===== src/design/tccc_pkg.sv =====
// tccc_pkg: register map, field layout, reset values and modes of the timer
// assumes an apb slave with 32-bit data, one aligned word per register
package tccc_pkg;

    // register byte offsets
    localparam logic [7:0] OFF_CTL   = 8'h00;  // timer_control_reg
    localparam logic [7:0] OFF_COUNT = 8'h04;  // count_value
    localparam logic [7:0] OFF_CCTL0 = 8'h08;  // channel 0 control
    localparam logic [7:0] OFF_CCR0  = 8'h0C;  // channel_zero_compare_value
    localparam logic [7:0] OFF_CCTL1 = 8'h10;  // channel 1 control
    localparam logic [7:0] OFF_CCR1  = 8'h14;  // channel_compare_value 1
    localparam logic [7:0] OFF_IV    = 8'h18;  // interrupt_vector_reg
    localparam logic [7:0] OFF_CMD   = 8'h1C;  // full-word move vs set/clear

    // timer_control_reg fields
    localparam int CTL_IFG = 0;   // overflow_flag
    localparam int CTL_IE  = 1;
    localparam int CTL_CLR = 2;   // counter_clear_bit, self clearing
    localparam int CTL_MC  = 4;   // mode, 2 bits
    localparam int CTL_ID  = 6;   // input_divider_field, 2 bits
    localparam int CTL_SS  = 8;   // clock source select, 2 bits
    localparam logic [9:0] CTL_RST = 10'h000;

    // channel control fields
    localparam int CC_IFG = 0;
    localparam int CC_IE  = 1;
    localparam int CC_CAP = 2;    // 1 = capture mode
    localparam int CC_SEL = 3;    // capture input select a/b
    localparam int CC_CM  = 4;    // capture edge, 2 bits
    localparam logic [5:0] CC_RST = 6'h00;

    // write command kinds for timer_control_reg
    localparam logic [1:0] WCMD_MOV = 2'h0;
    localparam logic [1:0] WCMD_BIS = 2'h1;
    localparam logic [1:0] WCMD_BIC = 2'h2;

    // interrupt vector codes
    localparam logic [3:0] IV_NONE = 4'h0;
    localparam logic [3:0] IV_CC1  = 4'h2;
    localparam logic [3:0] IV_OVF  = 4'hA;

    typedef enum logic [1:0] {
        TCCC_STOP = 2'h0,
        TCCC_UP   = 2'h1,
        TCCC_CONT = 2'h2,
        TCCC_UPDN = 2'h3
    } tccc_mode_t;

    // counter clock sources
    localparam logic [1:0] SRC_EXT = 2'h0;  // external_timer_clock
    localparam logic [1:0] SRC_AUX = 2'h1;
    localparam logic [1:0] SRC_SUB = 2'h2;  // subsystem_clock
    localparam logic [1:0] SRC_INV = 2'h3;  // inverted_external_clock

    // pin group sampled into the bus clock domain
    typedef struct packed {
        logic       ext_clk;
        logic       inv_clk;
        logic       sub_clk;
        logic       aux_clk;
        logic [1:0] cap_a;
        logic [1:0] cap_b;
    } tccc_pins_t;

    // apb request group
    typedef struct packed {
        logic        psel;
        logic        penable;
        logic        pwrite;
        logic [7:0]  paddr;
        logic [31:0] pwdata;
    } tccc_apb_req_t;

endpackage


===== src/design/tccc_timer.sv =====
// tccc_timer: 16-bit timer with two capture/compare channels on apb
// assumes every clock source and capture pin is asynchronous to i_mclk
//
// Overview of operation
// - slow clock, compare bumped by one on match misses next match
// - after a clear, first increment on first source edge, divider ignored
// - all later increments honour the input divider ratio
// - counter clock chosen from four sources by a two-bit field
// - channel zero input b is a pin, not the auxiliary clock
// - up mode sets overflow flag on wrap from channel zero value
// - stop at compare, clear, restart up: next edge sets overflow flag
// - watchdog reset plus compare change may corrupt control and vector
// - full-word move write initialises control and clears vector
//
// Implementation choices: the APB register port and the address map.
`timescale 1ns/1ps
module tccc_timer
    import tccc_pkg::*;
(
    input  wire logic                  i_mclk,
    input  wire logic                  i_sys_rst,
    input  wire logic                  i_wdt_reset,
    input  wire tccc_pkg::tccc_pins_t  i_pins,
    input  wire tccc_pkg::tccc_apb_req_t i_apb,
    output logic [31:0]                o_prdata,
    output logic                       o_pready,
    output logic                       o_pslverr,
    output logic                       o_irq
);
    import tccc_pkg::*;

    ////////////////////////////////////////////////////////////////////////
    // pin synchronisers
    tccc_pins_t sync1_reg;
    tccc_pins_t sync2_reg;
    tccc_pins_t prev_reg;

    always_ff @(posedge i_mclk)
    begin
        sync1_reg <= i_pins;
        sync2_reg <= sync1_reg;
        prev_reg  <= sync2_reg;
    end

    ////////////////////////////////////////////////////////////////////////
    // state
    logic [9:0]  ctl_reg,   ctl_next;
    logic [15:0] cnt_reg,   cnt_next;
    logic [2:0]  div_reg,   div_next;
    logic        first_reg, first_next;
    logic        down_reg,  down_next;
    logic        wdt_reg,   wdt_next;
    logic        stale_reg, stale_next;  // cleared while stopped at top
    logic [1:0]  miss_reg,  miss_next;   // compare bumped while matching
    logic [5:0]  cc_reg   [2];
    logic [5:0]  cc_next  [2];
    logic [15:0] ccr_reg  [2];
    logic [15:0] ccr_next [2];
    logic [3:0]  iv_reg,    iv_next;
    logic [1:0]  wcmd_reg,  wcmd_next;
    logic [31:0] rdata_reg, rdata_next;

    // rising edge of the selected timer clock, from synced samples
    function automatic logic src_edge(input tccc_pins_t c,
                                      input tccc_pins_t p,
                                      input logic [1:0] s);
        logic a;
        logic b;
        a = 1'b0;
        b = 1'b0;
        case (s)
            SRC_EXT: begin a = c.ext_clk;  b = p.ext_clk;  end
            SRC_AUX: begin a = c.aux_clk;  b = p.aux_clk;  end
            SRC_SUB: begin a = c.sub_clk;  b = p.sub_clk;  end
            default: begin a = ~c.inv_clk; b = ~p.inv_clk; end
        endcase
        return a & ~b;
    endfunction

    // divider terminal count for the input_divider_field
    function automatic logic [2:0] div_max(input logic [1:0] id);
        return 3'((4'h1 << id) - 4'h1);
    endfunction

    ////////////////////////////////////////////////////////////////////////
    // next state
    logic        tick;
    logic        wr;
    logic        rd;
    logic [7:0]  a;
    tccc_mode_t  mode;
    logic        cap_ev   [2];
    logic        cap_lvl  [2];
    logic        cap_prv  [2];
    logic        ovf_set;
    logic        cc_set   [2];

    always_comb
    begin
        ctl_next   = ctl_reg;
        cnt_next   = cnt_reg;
        div_next   = div_reg;
        first_next = first_reg;
        down_next  = down_reg;
        wdt_next   = wdt_reg | i_wdt_reset;
        cc_next    = cc_reg;
        ccr_next   = ccr_reg;
        iv_next    = iv_reg;
        wcmd_next  = wcmd_reg;
        rdata_next = rdata_reg;
        stale_next = stale_reg;
        miss_next  = miss_reg;
        ovf_set    = 1'b0;
        tick       = 1'b0;
        a          = i_apb.paddr;
        wr = i_apb.psel & i_apb.penable & i_apb.pwrite;
        rd = i_apb.psel & ~i_apb.penable & ~i_apb.pwrite;
        mode = tccc_mode_t'(ctl_reg[CTL_MC +: 2]);

        // counter clocking through the divider
        if (mode != TCCC_STOP &&
            src_edge(sync2_reg, prev_reg, ctl_reg[CTL_SS +: 2]))
        begin
            if (first_reg)
            begin
                tick       = 1'b1;
                first_next = 1'b0;
            end
            else if (div_reg == div_max(ctl_reg[CTL_ID +: 2]))
            begin
                tick     = 1'b1;
                div_next = 3'h0;
            end
            else
                div_next = div_reg + 3'h1;
        end

        if (tick)
        begin
            // stale wrap check after clear at compare value
            if (mode == TCCC_UP &&
                (cnt_reg == ccr_reg[0] || first_reg))
            begin
                if (cnt_reg == ccr_reg[0] || (first_reg && stale_reg))
                    ovf_set = 1'b1;
                cnt_next = (cnt_reg == ccr_reg[0]) ? 16'h0000
                                                   : cnt_reg + 16'h1;
            end
            else if (mode == TCCC_UPDN)
            begin
                if (cnt_reg == ccr_reg[0]) down_next = 1'b1;
                if (down_reg && cnt_reg == 16'h0001)
                begin
                    down_next = 1'b0;
                    ovf_set   = 1'b1;
                end
                cnt_next = (down_reg || cnt_reg == ccr_reg[0])
                           ? cnt_reg - 16'h1 : cnt_reg + 16'h1;
            end
            else
            begin
                if (cnt_reg == 16'hFFFF) ovf_set = 1'b1;
                cnt_next = cnt_reg + 16'h1;
            end
            down_next  = (mode == TCCC_UP) ? 1'b0 : down_next;
            stale_next = 1'b0;
        end

        // channels: compare only on a count change; a compare value bumped
        // at a match in compare mode skips the next match through miss_reg
        for (int i = 0; i < 2; i++)
        begin
            // channel zero input b comes only from its pin
            cap_lvl[i] = cc_reg[i][CC_SEL] ? sync2_reg.cap_b[i]
                                           : sync2_reg.cap_a[i];
            cap_prv[i] = cc_reg[i][CC_SEL] ? prev_reg.cap_b[i]
                                           : prev_reg.cap_a[i];
            cap_ev[i]  = (cc_reg[i][CC_CM] & cap_lvl[i] & ~cap_prv[i]) |
                         (cc_reg[i][CC_CM+1] & ~cap_lvl[i] & cap_prv[i]);
            cc_set[i] = 1'b0;
            if (tick)
                miss_next[i] = 1'b0;
            if (cc_reg[i][CC_CAP])
            begin
                if (cap_ev[i])
                begin
                    ccr_next[i] = cnt_reg;
                    cc_set[i]   = 1'b1;
                end
            end
            else if (tick && cnt_next == ccr_reg[i]
                     && cnt_next != cnt_reg && !miss_reg[i])
                cc_set[i] = 1'b1;
        end

        // register writes; hardware sets above win over software clears
        if (wr)
        begin
            case (a)
                OFF_CMD: wcmd_next = i_apb.pwdata[1:0];
                OFF_CTL:
                begin
                    if (wcmd_reg == WCMD_BIS)
                        ctl_next = ctl_reg | i_apb.pwdata[9:0];
                    else if (wcmd_reg == WCMD_BIC)
                        ctl_next = ctl_reg & ~i_apb.pwdata[9:0];
                    else
                    begin
                        ctl_next = i_apb.pwdata[9:0];
                        iv_next  = IV_NONE;
                        wdt_next = 1'b0;
                    end
                end
                OFF_COUNT: cnt_next = i_apb.pwdata[15:0];
                OFF_CCTL0: cc_next[0] = i_apb.pwdata[5:0];
                OFF_CCTL1: cc_next[1] = i_apb.pwdata[5:0];
                OFF_CCR0, OFF_CCR1:
                begin
                    ccr_next[a[4]] = i_apb.pwdata[15:0];
                    // bumped while matching, next match is lost
                    miss_next[a[4]] = !cc_reg[a[4]][CC_CAP]
                                      && cnt_reg == ccr_reg[a[4]];
                    // latent corruption after a watchdog reset
                    if (wdt_reg)
                    begin
                        ctl_next = ctl_next ^ i_apb.pwdata[9:0];
                        iv_next  = iv_reg ^ i_apb.pwdata[3:0];
                    end
                end
                default: ;
            endcase
        end

        // hardware flag sets win over a software clear in one cycle
        ctl_next[CTL_IFG] = ctl_next[CTL_IFG] | ovf_set;
        for (int i = 0; i < 2; i++)
            cc_next[i][CC_IFG] = cc_next[i][CC_IFG] | cc_set[i];

        // clear zeros counter and divider, re-arms first tick
        if (ctl_next[CTL_CLR])
        begin
            // remember a clear taken while stopped at the top value
            stale_next        = (mode == TCCC_STOP)
                                && (cnt_reg == ccr_reg[0]);
            cnt_next          = 16'h0000;
            div_next          = 3'h0;
            first_next        = 1'b1;
            ctl_next[CTL_CLR] = 1'b0;
        end

        // read data; reading the vector leaves its source pending
        if (rd)
        begin
            case (a)
                OFF_CTL:   rdata_next = {22'h0, ctl_reg};
                OFF_COUNT: rdata_next = {16'h0, cnt_reg};
                OFF_CCTL0: rdata_next = {26'h0, cc_reg[0]};
                OFF_CCR0:  rdata_next = {16'h0, ccr_reg[0]};
                OFF_CCTL1: rdata_next = {26'h0, cc_reg[1]};
                OFF_CCR1:  rdata_next = {16'h0, ccr_reg[1]};
                OFF_IV:    rdata_next = {28'h0, iv_reg};
                OFF_CMD:   rdata_next = {30'h0, wcmd_reg};
                default:   rdata_next = 32'h0000_0000;
            endcase
        end

        // vector takes channel 1 before overflow and holds while any is pending; channel 0 never enters
        if (!(wr && wcmd_reg == WCMD_MOV && a == OFF_CTL))
        begin
            if (cc_next[1][CC_IFG] & cc_next[1][CC_IE])
                iv_next = (iv_reg == IV_NONE) ? IV_CC1 : iv_next;
            else if (ctl_next[CTL_IFG] & ctl_next[CTL_IE])
                iv_next = (iv_reg == IV_NONE) ? IV_OVF : iv_next;
            else if (!wdt_reg)
                iv_next = IV_NONE;
        end
    end

    ////////////////////////////////////////////////////////////////////////
    // registers
    always_ff @(posedge i_mclk)
    begin
        if (i_sys_rst)
        begin
            ctl_reg   <= CTL_RST;
            cnt_reg   <= 16'h0000;
            div_reg   <= 3'h0;
            first_reg <= 1'b1;
            down_reg  <= 1'b0;
            wdt_reg   <= 1'b0;
            stale_reg <= 1'b0;
            miss_reg  <= 2'h0;
            cc_reg    <= '{CC_RST, CC_RST};
            ccr_reg   <= '{16'h0000, 16'h0000};
            iv_reg    <= IV_NONE;
            wcmd_reg  <= WCMD_MOV;
            rdata_reg <= 32'h0000_0000;
        end
        else
        begin
            ctl_reg   <= ctl_next;
            cnt_reg   <= cnt_next;
            div_reg   <= div_next;
            first_reg <= first_next;
            down_reg  <= down_next;
            wdt_reg   <= wdt_next;
            stale_reg <= stale_next;
            miss_reg  <= miss_next;
            cc_reg    <= cc_next;
            ccr_reg   <= ccr_next;
            iv_reg    <= iv_next;
            wcmd_reg  <= wcmd_next;
            rdata_reg <= rdata_next;
        end
    end

    // outputs: zero-wait slave, read data registered in setup
    assign o_pready  = 1'b1;
    assign o_pslverr = 1'b0;
    assign o_prdata  = rdata_reg;
    assign o_irq     = (iv_reg != IV_NONE);

    ////////////////////////////////////////////////////////////////////////
    // assertions
    a_clear_self_ends: assert property (@(posedge i_mclk)
        disable iff (i_sys_rst) !ctl_reg[CTL_CLR])
        else $error("clear bit stayed set");
    a_clear_zeros_cnt: assert property (@(posedge i_mclk)
        disable iff (i_sys_rst)
        (wr && a == OFF_CTL && i_apb.pwdata[CTL_CLR]
         && wcmd_reg != WCMD_BIC) |=> cnt_reg == 16'h0000)
        else $error("clear did not zero counter");
    a_first_tick_fast: assert property (@(posedge i_mclk)
        disable iff (i_sys_rst)
        (first_reg && mode != TCCC_STOP && !ctl_next[CTL_CLR] &&
         src_edge(sync2_reg, prev_reg, ctl_reg[CTL_SS +: 2])) |=> !first_reg)
        else $error("first increment waited on divider");
    a_divider_ratio: assert property (@(posedge i_mclk)
        disable iff (i_sys_rst)
        (tick && !first_reg) |-> div_reg == div_max(ctl_reg[CTL_ID +: 2]))
        else $error("increment off divider ratio");
    a_up_wrap_flag: assert property (@(posedge i_mclk)
        disable iff (i_sys_rst)
        (tick && mode == TCCC_UP && cnt_reg == ccr_reg[0])
        |=> ctl_reg[CTL_IFG] && cnt_reg == 16'h0000)
        else $error("up wrap missed overflow flag");
    a_stale_restart: assert property (@(posedge i_mclk)
        disable iff (i_sys_rst)
        (tick && first_reg && stale_reg && mode == TCCC_UP)
        |=> ctl_reg[CTL_IFG])
        else $error("restart after clear at top missed flag");
    a_move_clears_iv: assert property (@(posedge i_mclk)
        disable iff (i_sys_rst)
        (wr && a == OFF_CTL && wcmd_reg == WCMD_MOV)
        |=> iv_reg == IV_NONE && !wdt_reg)
        else $error("move write left vector");
    a_no_skip_match: assert property (@(posedge i_mclk)
        disable iff (i_sys_rst)
        (wr && a == OFF_CCR1 && !cc_reg[1][CC_CAP] && !tick)
        |=> !$rose(cc_reg[1][CC_IFG]) || $past(cnt_reg) != cnt_reg)
        else $error("compare flag without count change");
    a_corrupt_gated: assert property (@(posedge i_mclk)
        disable iff (i_sys_rst)
        (wr && (a == OFF_CCR0 || a == OFF_CCR1) && !wdt_reg && !tick
         && !cc_reg[0][CC_IFG] && !cc_reg[1][CC_IFG])
        |=> $stable(ctl_reg[9:4]))
        else $error("control changed by compare write");

    c_up_wrap:   cover property (@(posedge i_mclk)
        tick && mode == TCCC_UP && cnt_reg == ccr_reg[0]);
    c_stale_ovf: cover property (@(posedge i_mclk)
        tick && first_reg && stale_reg && mode == TCCC_UP);
    c_capture:   cover property (@(posedge i_mclk)
        cc_reg[0][CC_CAP] && cap_ev[0]);
    c_wdt_bump:  cover property (@(posedge i_mclk)
        wdt_reg && wr && a == OFF_CCR1);

endmodule


===== config.mk =====
export PLATFORM = sky130hd
export DESIGN_NAME = tccc_timer
export DESIGN_NICKNAME = d
export VERILOG_FILES = /design/src/design/tccc_pkg.sv /design/src/design/tccc_timer.sv
export SDC_FILE = /design/constraint.sdc
export NUM_CORES = 1
export LEC_CHECK = 0
export ABC_AREA = 1
export BUFFER_PORTS_ARGS = -buffer_cell sky130_fd_sc_hd__buf_2
export CAP_MARGIN = 20
export CELL_PAD_IN_SITES_DETAIL_PLACEMENT = 0
export CELL_PAD_IN_SITES_GLOBAL_PLACEMENT = 1
export CORE_UTILIZATION = 27
export CTS_BUF_LIST = sky130_fd_sc_hd__clkbuf_16
export CTS_CLUSTER_DIAMETER = 30
export DETAILED_ROUTE_END_ITERATION = 10
export PLACE_DENSITY_LB_ADDON = 0.1
export SYNTH_ARGS = -nofsm -noshare
export SYNTH_HDL_FRONTEND = slang
export SYNTH_SLANG_ARGS = --single-unit
export TNS_END_PERCENT = 100

===== constraint.sdc =====
create_clock -name i_mclk -period 2.45 [get_ports i_mclk]
set_input_delay 0.1225 -clock i_mclk [delete_from_list [all_inputs] [get_ports i_mclk]]
set_output_delay 0.1225 -clock i_mclk [all_outputs]
set_load 0.05 [all_outputs]

==> metrics.csv <==
metric,value,unit
CP most frequent cell,nand2_2,
largest family of logic cells by synthesized area,simple AND/OR/NAND/NOR gates,
ratio of cells with drive above 1 in the final layout,32.64,%
die area,0.03376,mm^2
post-route antenna net violation count,0,
total grt overflow,0,
CTS root buf,clkbuf_16,
Detail Placement HPWL,31.91,mm
Synth Area in XOR/XNOR,4.027,%
grt met3 use,2.476,%
Tcrit/Tclk final,116.0,%
Syn-to-layout area delta,44.34,%
Synth Area in Simple Gates,31.88,%
Cells after Synth,1386,
"Reg clk slew, reported paths",60,ps
post-synth top area share,27.84,%
cell chain of the critical path,buf_6 -> nand2_2 -> nand2_2 -> nor2_2 -> nand2_2 -> nor2_4 -> nand2_4 -> nand2_8 -> buf_6 -> nand3b_1 -> nand3_4 -> nand2_4 -> nand2_2 -> nand3_2 -> nor2_4 -> nand2_2 -> nor2_4 -> nand3_4 -> nand2_4 -> nand2_4 -> nand2_2 -> nand2_1 -> nand2_1 -> nor2_2,
DRC,0,
RR Startpoint,cnt_reg[1]$_SDFF_PP0_,
"slowest stage delay, CP",370,ps
GR Layer Usage met1,32.57,%
async set-reset flop share out of synthesis,0,%
met2 Track Usage GR,41.02,%
Tightest Pin Transition,638.5,ps
per-cell routed wire length,19.26,um
Filler Cells Inserted,3524,
endpoint class of the critical path,register,
Initial Util,27.41,%
combinational share of power,7.0,%
Synth area leaders,"dfxtp_1 (28%), nand2_1 (14%), inv_1 (7.4%)",
Reg2Reg Setup Slack,-390,ps
Clock Path Buffers,2,
cell with the most instances after synthesis,nand2_1,
final design utilization,39.56,%
router iterations before antenna repair,6,
vias in the first global route,9670,
Rows,66,
drt first-iter violations,724,
largest net degree at the start of global routing,55,
Netlist cell types,55,
fmax,0.3520,GHz
Worst Hold Path EP,cnt_reg[11]$_SDFF_PP0_,
worst r2r dst,iv_reg[3]$_SDFF_PP0_,
Critical Path AT,3150,ps
Post-layout nets,1751,
ANT cells,0,
Seq pwr share,41.6,%
CTS tree,built,
RSZ-0062 raised after global routing,yes,
H-tree depth,4,
most frequent cells after synthesis,"nand2_1 (331), inv_1 (175), o21ai_0 (128), dfxtp_1 (124), nor2_1 (109)",
Compound-Gate Fraction of Synth Area,19.70,%
vias,10280,
TritonCTS buffer count,17,
Crit Path Category,reg2reg,
IO Count,89,
YS warnings,0,
Adder-Cell Fraction of Synth Area,3.087,%
Hold Path Class,in2reg,
clock share of power,51.5,%
first-pass GRT wire length,60.58,mm
# port buffers,54,
Largest register FFs,32,
Hold Crit Start,i_apb[11],
GRT Total Usage,24.51,%
max-slew violation total from the final report,0,
vias per cell,4.828,
Avg Synthesized Cell Area,6.434,um^2
critical path peak fanout,5,
slowest library cell on the worst path,dfxtp_4,
Clock Skews,12.87,ps
hold path cells,5,
Worst Path Required,2760,ps
failing checks,negative setup slack,
Area after DPL,0.01128,mm^2
"EDFF count, synth",0,
Setup-failing EPs final,6,
P_leak,0.006148,uW
CP Buf/Inv Count,2,
r2r worst-path depth,24,
clk sinks,124,
final hold vios,0,
CP top delay family,simple AND/OR/NAND/NOR gates,
Main synth FF type,dfxtp_1,
synthesis-stage register bit count,124,
die height,183.7,um
sequential share of the synthesized area,27.84,%
Max VDD drop,0.4334,mV
Placer Congestion,0.9456,
Final Instance Area,0.01287,mm^2
Net Sw Power,1367,uW
status,"complete, but fails checks",
CP Launch Type,register,
minimum clock period,2841,ps
Power Density,381.9,mW/mm^2
Rel. slew slack,57.04,%
Routed Wire Length,41.02,mm
Pint,3549,uW
max-cap violations,0,
Setup WS post-layout,-391.2,ps
core area,0.03254,mm^2
most used routing layer,met2,
worst skew pair latency,440,ps
die width,183.7,um
Switching Share,27.81,%
multiplexer area fraction after synthesis,0.4490,%
Mapped Area,0.008917,mm^2
largest area contributor in the netlist,dfxtp_1,
antenna violations before repair,0,
==> power groups by stage <==
| stage | clock network (uW) | logic [uW] | registers (uW) |
|---|---|---|---|
| after floorplan | 0 | 207 | 2090 |
| after global placement | 0 | 323 | 2090 |
| after detailed placement | 0 | 322 | 2090 |
| after CTS | 2570 | 337 | 2050 |
| after global routing | 2650 | 369 | 2040 |
| final | 2530 | 342 | 2040 |
==> layer usage <==
metal	part of all wire, %	wire length (um)
met5	0	0
met4	3.3	1362
met3	3.9	1614
met2	46	19060
met1	46	18990
==> cell usage in the layout, fill, tap and decap left out, types with 18 or more instances in the layout <==
| cell | count |
|---|---|
| nor2_1 | 83 |
| nand2_1 | 290 |
| nand3_1 | 71 |
| dfxtp_2 | 23 |
| o22ai_1 | 18 |
| xor2_1 | 34 |
| nand3_2 | 22 |
| o21ai_0 | 126 |
| ha_1 | 21 |
| conb_1 | 18 |
| nand2_2 | 38 |
| buf_4 | 244 |
| dfxtp_1 | 98 |
| o211ai_1 | 23 |
| a21oi_1 | 63 |
| nor2_2 | 20 |
| nand2_4 | 22 |
| inv_1 | 168 |
| buf_2 | 54 |
==> worst max path at each step <==
stage,startpoint,to,slack (ps),cells after the start
after detailed placement,cnt_reg[5]$_SDFF_PP0_,iv_reg[3]$_SDFF_PP0_,-780,23
after CTS,cnt_reg[1]$_SDFF_PP0_,iv_reg[3]$_SDFF_PP0_,-470,24
after global placement,ccr_reg[31]$_SDFF_PP0_,iv_reg[3]$_SDFF_PP0_,-800,23
after global routing,ccr_reg[31]$_SDFF_PP0_,iv_reg[2]$_SDFF_PP0_,-570,22
final,cnt_reg[1]$_SDFF_PP0_,iv_reg[3]$_SDFF_PP0_,-390,24
after floorplan,cnt_reg[0]$_SDFF_PP0_,iv_reg[3]$_SDFF_PP0_,30,25
==> timing repair <==
action	CTS	global route
hold buffers	9	0
cloned	1	1
buffers inserted	13	16
gates resized for setup	66	136
pin swaps	24	70
setup endpoints to repair	9	8
hold endpoints to repair	9	0
==> worst reg2reg max path, stage by stage (launching register included) <==
cell and delay (ps):
dfxtp_4 370, buf_6 120, nand2_2 60, nand2_2 70
nor2_2 120, nand2_2 70, nor2_4 160, nand2_4 110
nand2_8 120, buf_6 130, nand3b_1 150, nand3_4 190
nand2_4 80, nand2_2 70, nand3_2 100, nor2_4 120
nand2_2 80, nor2_4 120, nand3_4 120, nand2_4 110
nand2_4 70, nand2_2 60, nand2_1 40, nand2_1 60
nor2_2 30
==> cells by family after synthesis <==
kind of cell | after synthesis
simple gates | 627
flops | 124
mux | 4
compound gates | 299
xor+xnor | 41
buf+inv | 267
fa+ha+maj | 22
other cells | 2
==> stage by stage <==
stage          cells  TNS (ps)  hold WS [ps]  setup WS (ps)  total power, uW
2_1_floorplan   1402         0         150.2          32.24             2296
3_3_place_gp    2060     -4512         224.9         -802.0             2415
3_5_place_dp    2060     -4077         226.6         -778.0             2414
4_1_cts         2115     -2111         44.74         -467.6             4953
5_1_grt         2130     -2970         67.03         -571.4             5062
6_report        2130     -1930         49.41         -391.2             4916
==> layout make-up <==
| class | count | area, um^2 | share of cell area, % |
|---|---|---|---|
| clock buffers | 17 | 425.4 | 3.305 |
| clock inverters | 15 | 138.9 | 1.079 |
| inverters | 186 | 718.2 | 5.580 |
| multi-input cells | 1012 | 5951 | 46.23 |
| flip-flops and latches | 124 | 2522 | 19.60 |
| well taps | 442 | 553.0 | 4.297 |
| repair buffers | 333 | 2554 | 19.84 |
| repair inverters | 1 | 8.758 | 0.06805 |
(Power assumes the default switching activity.)
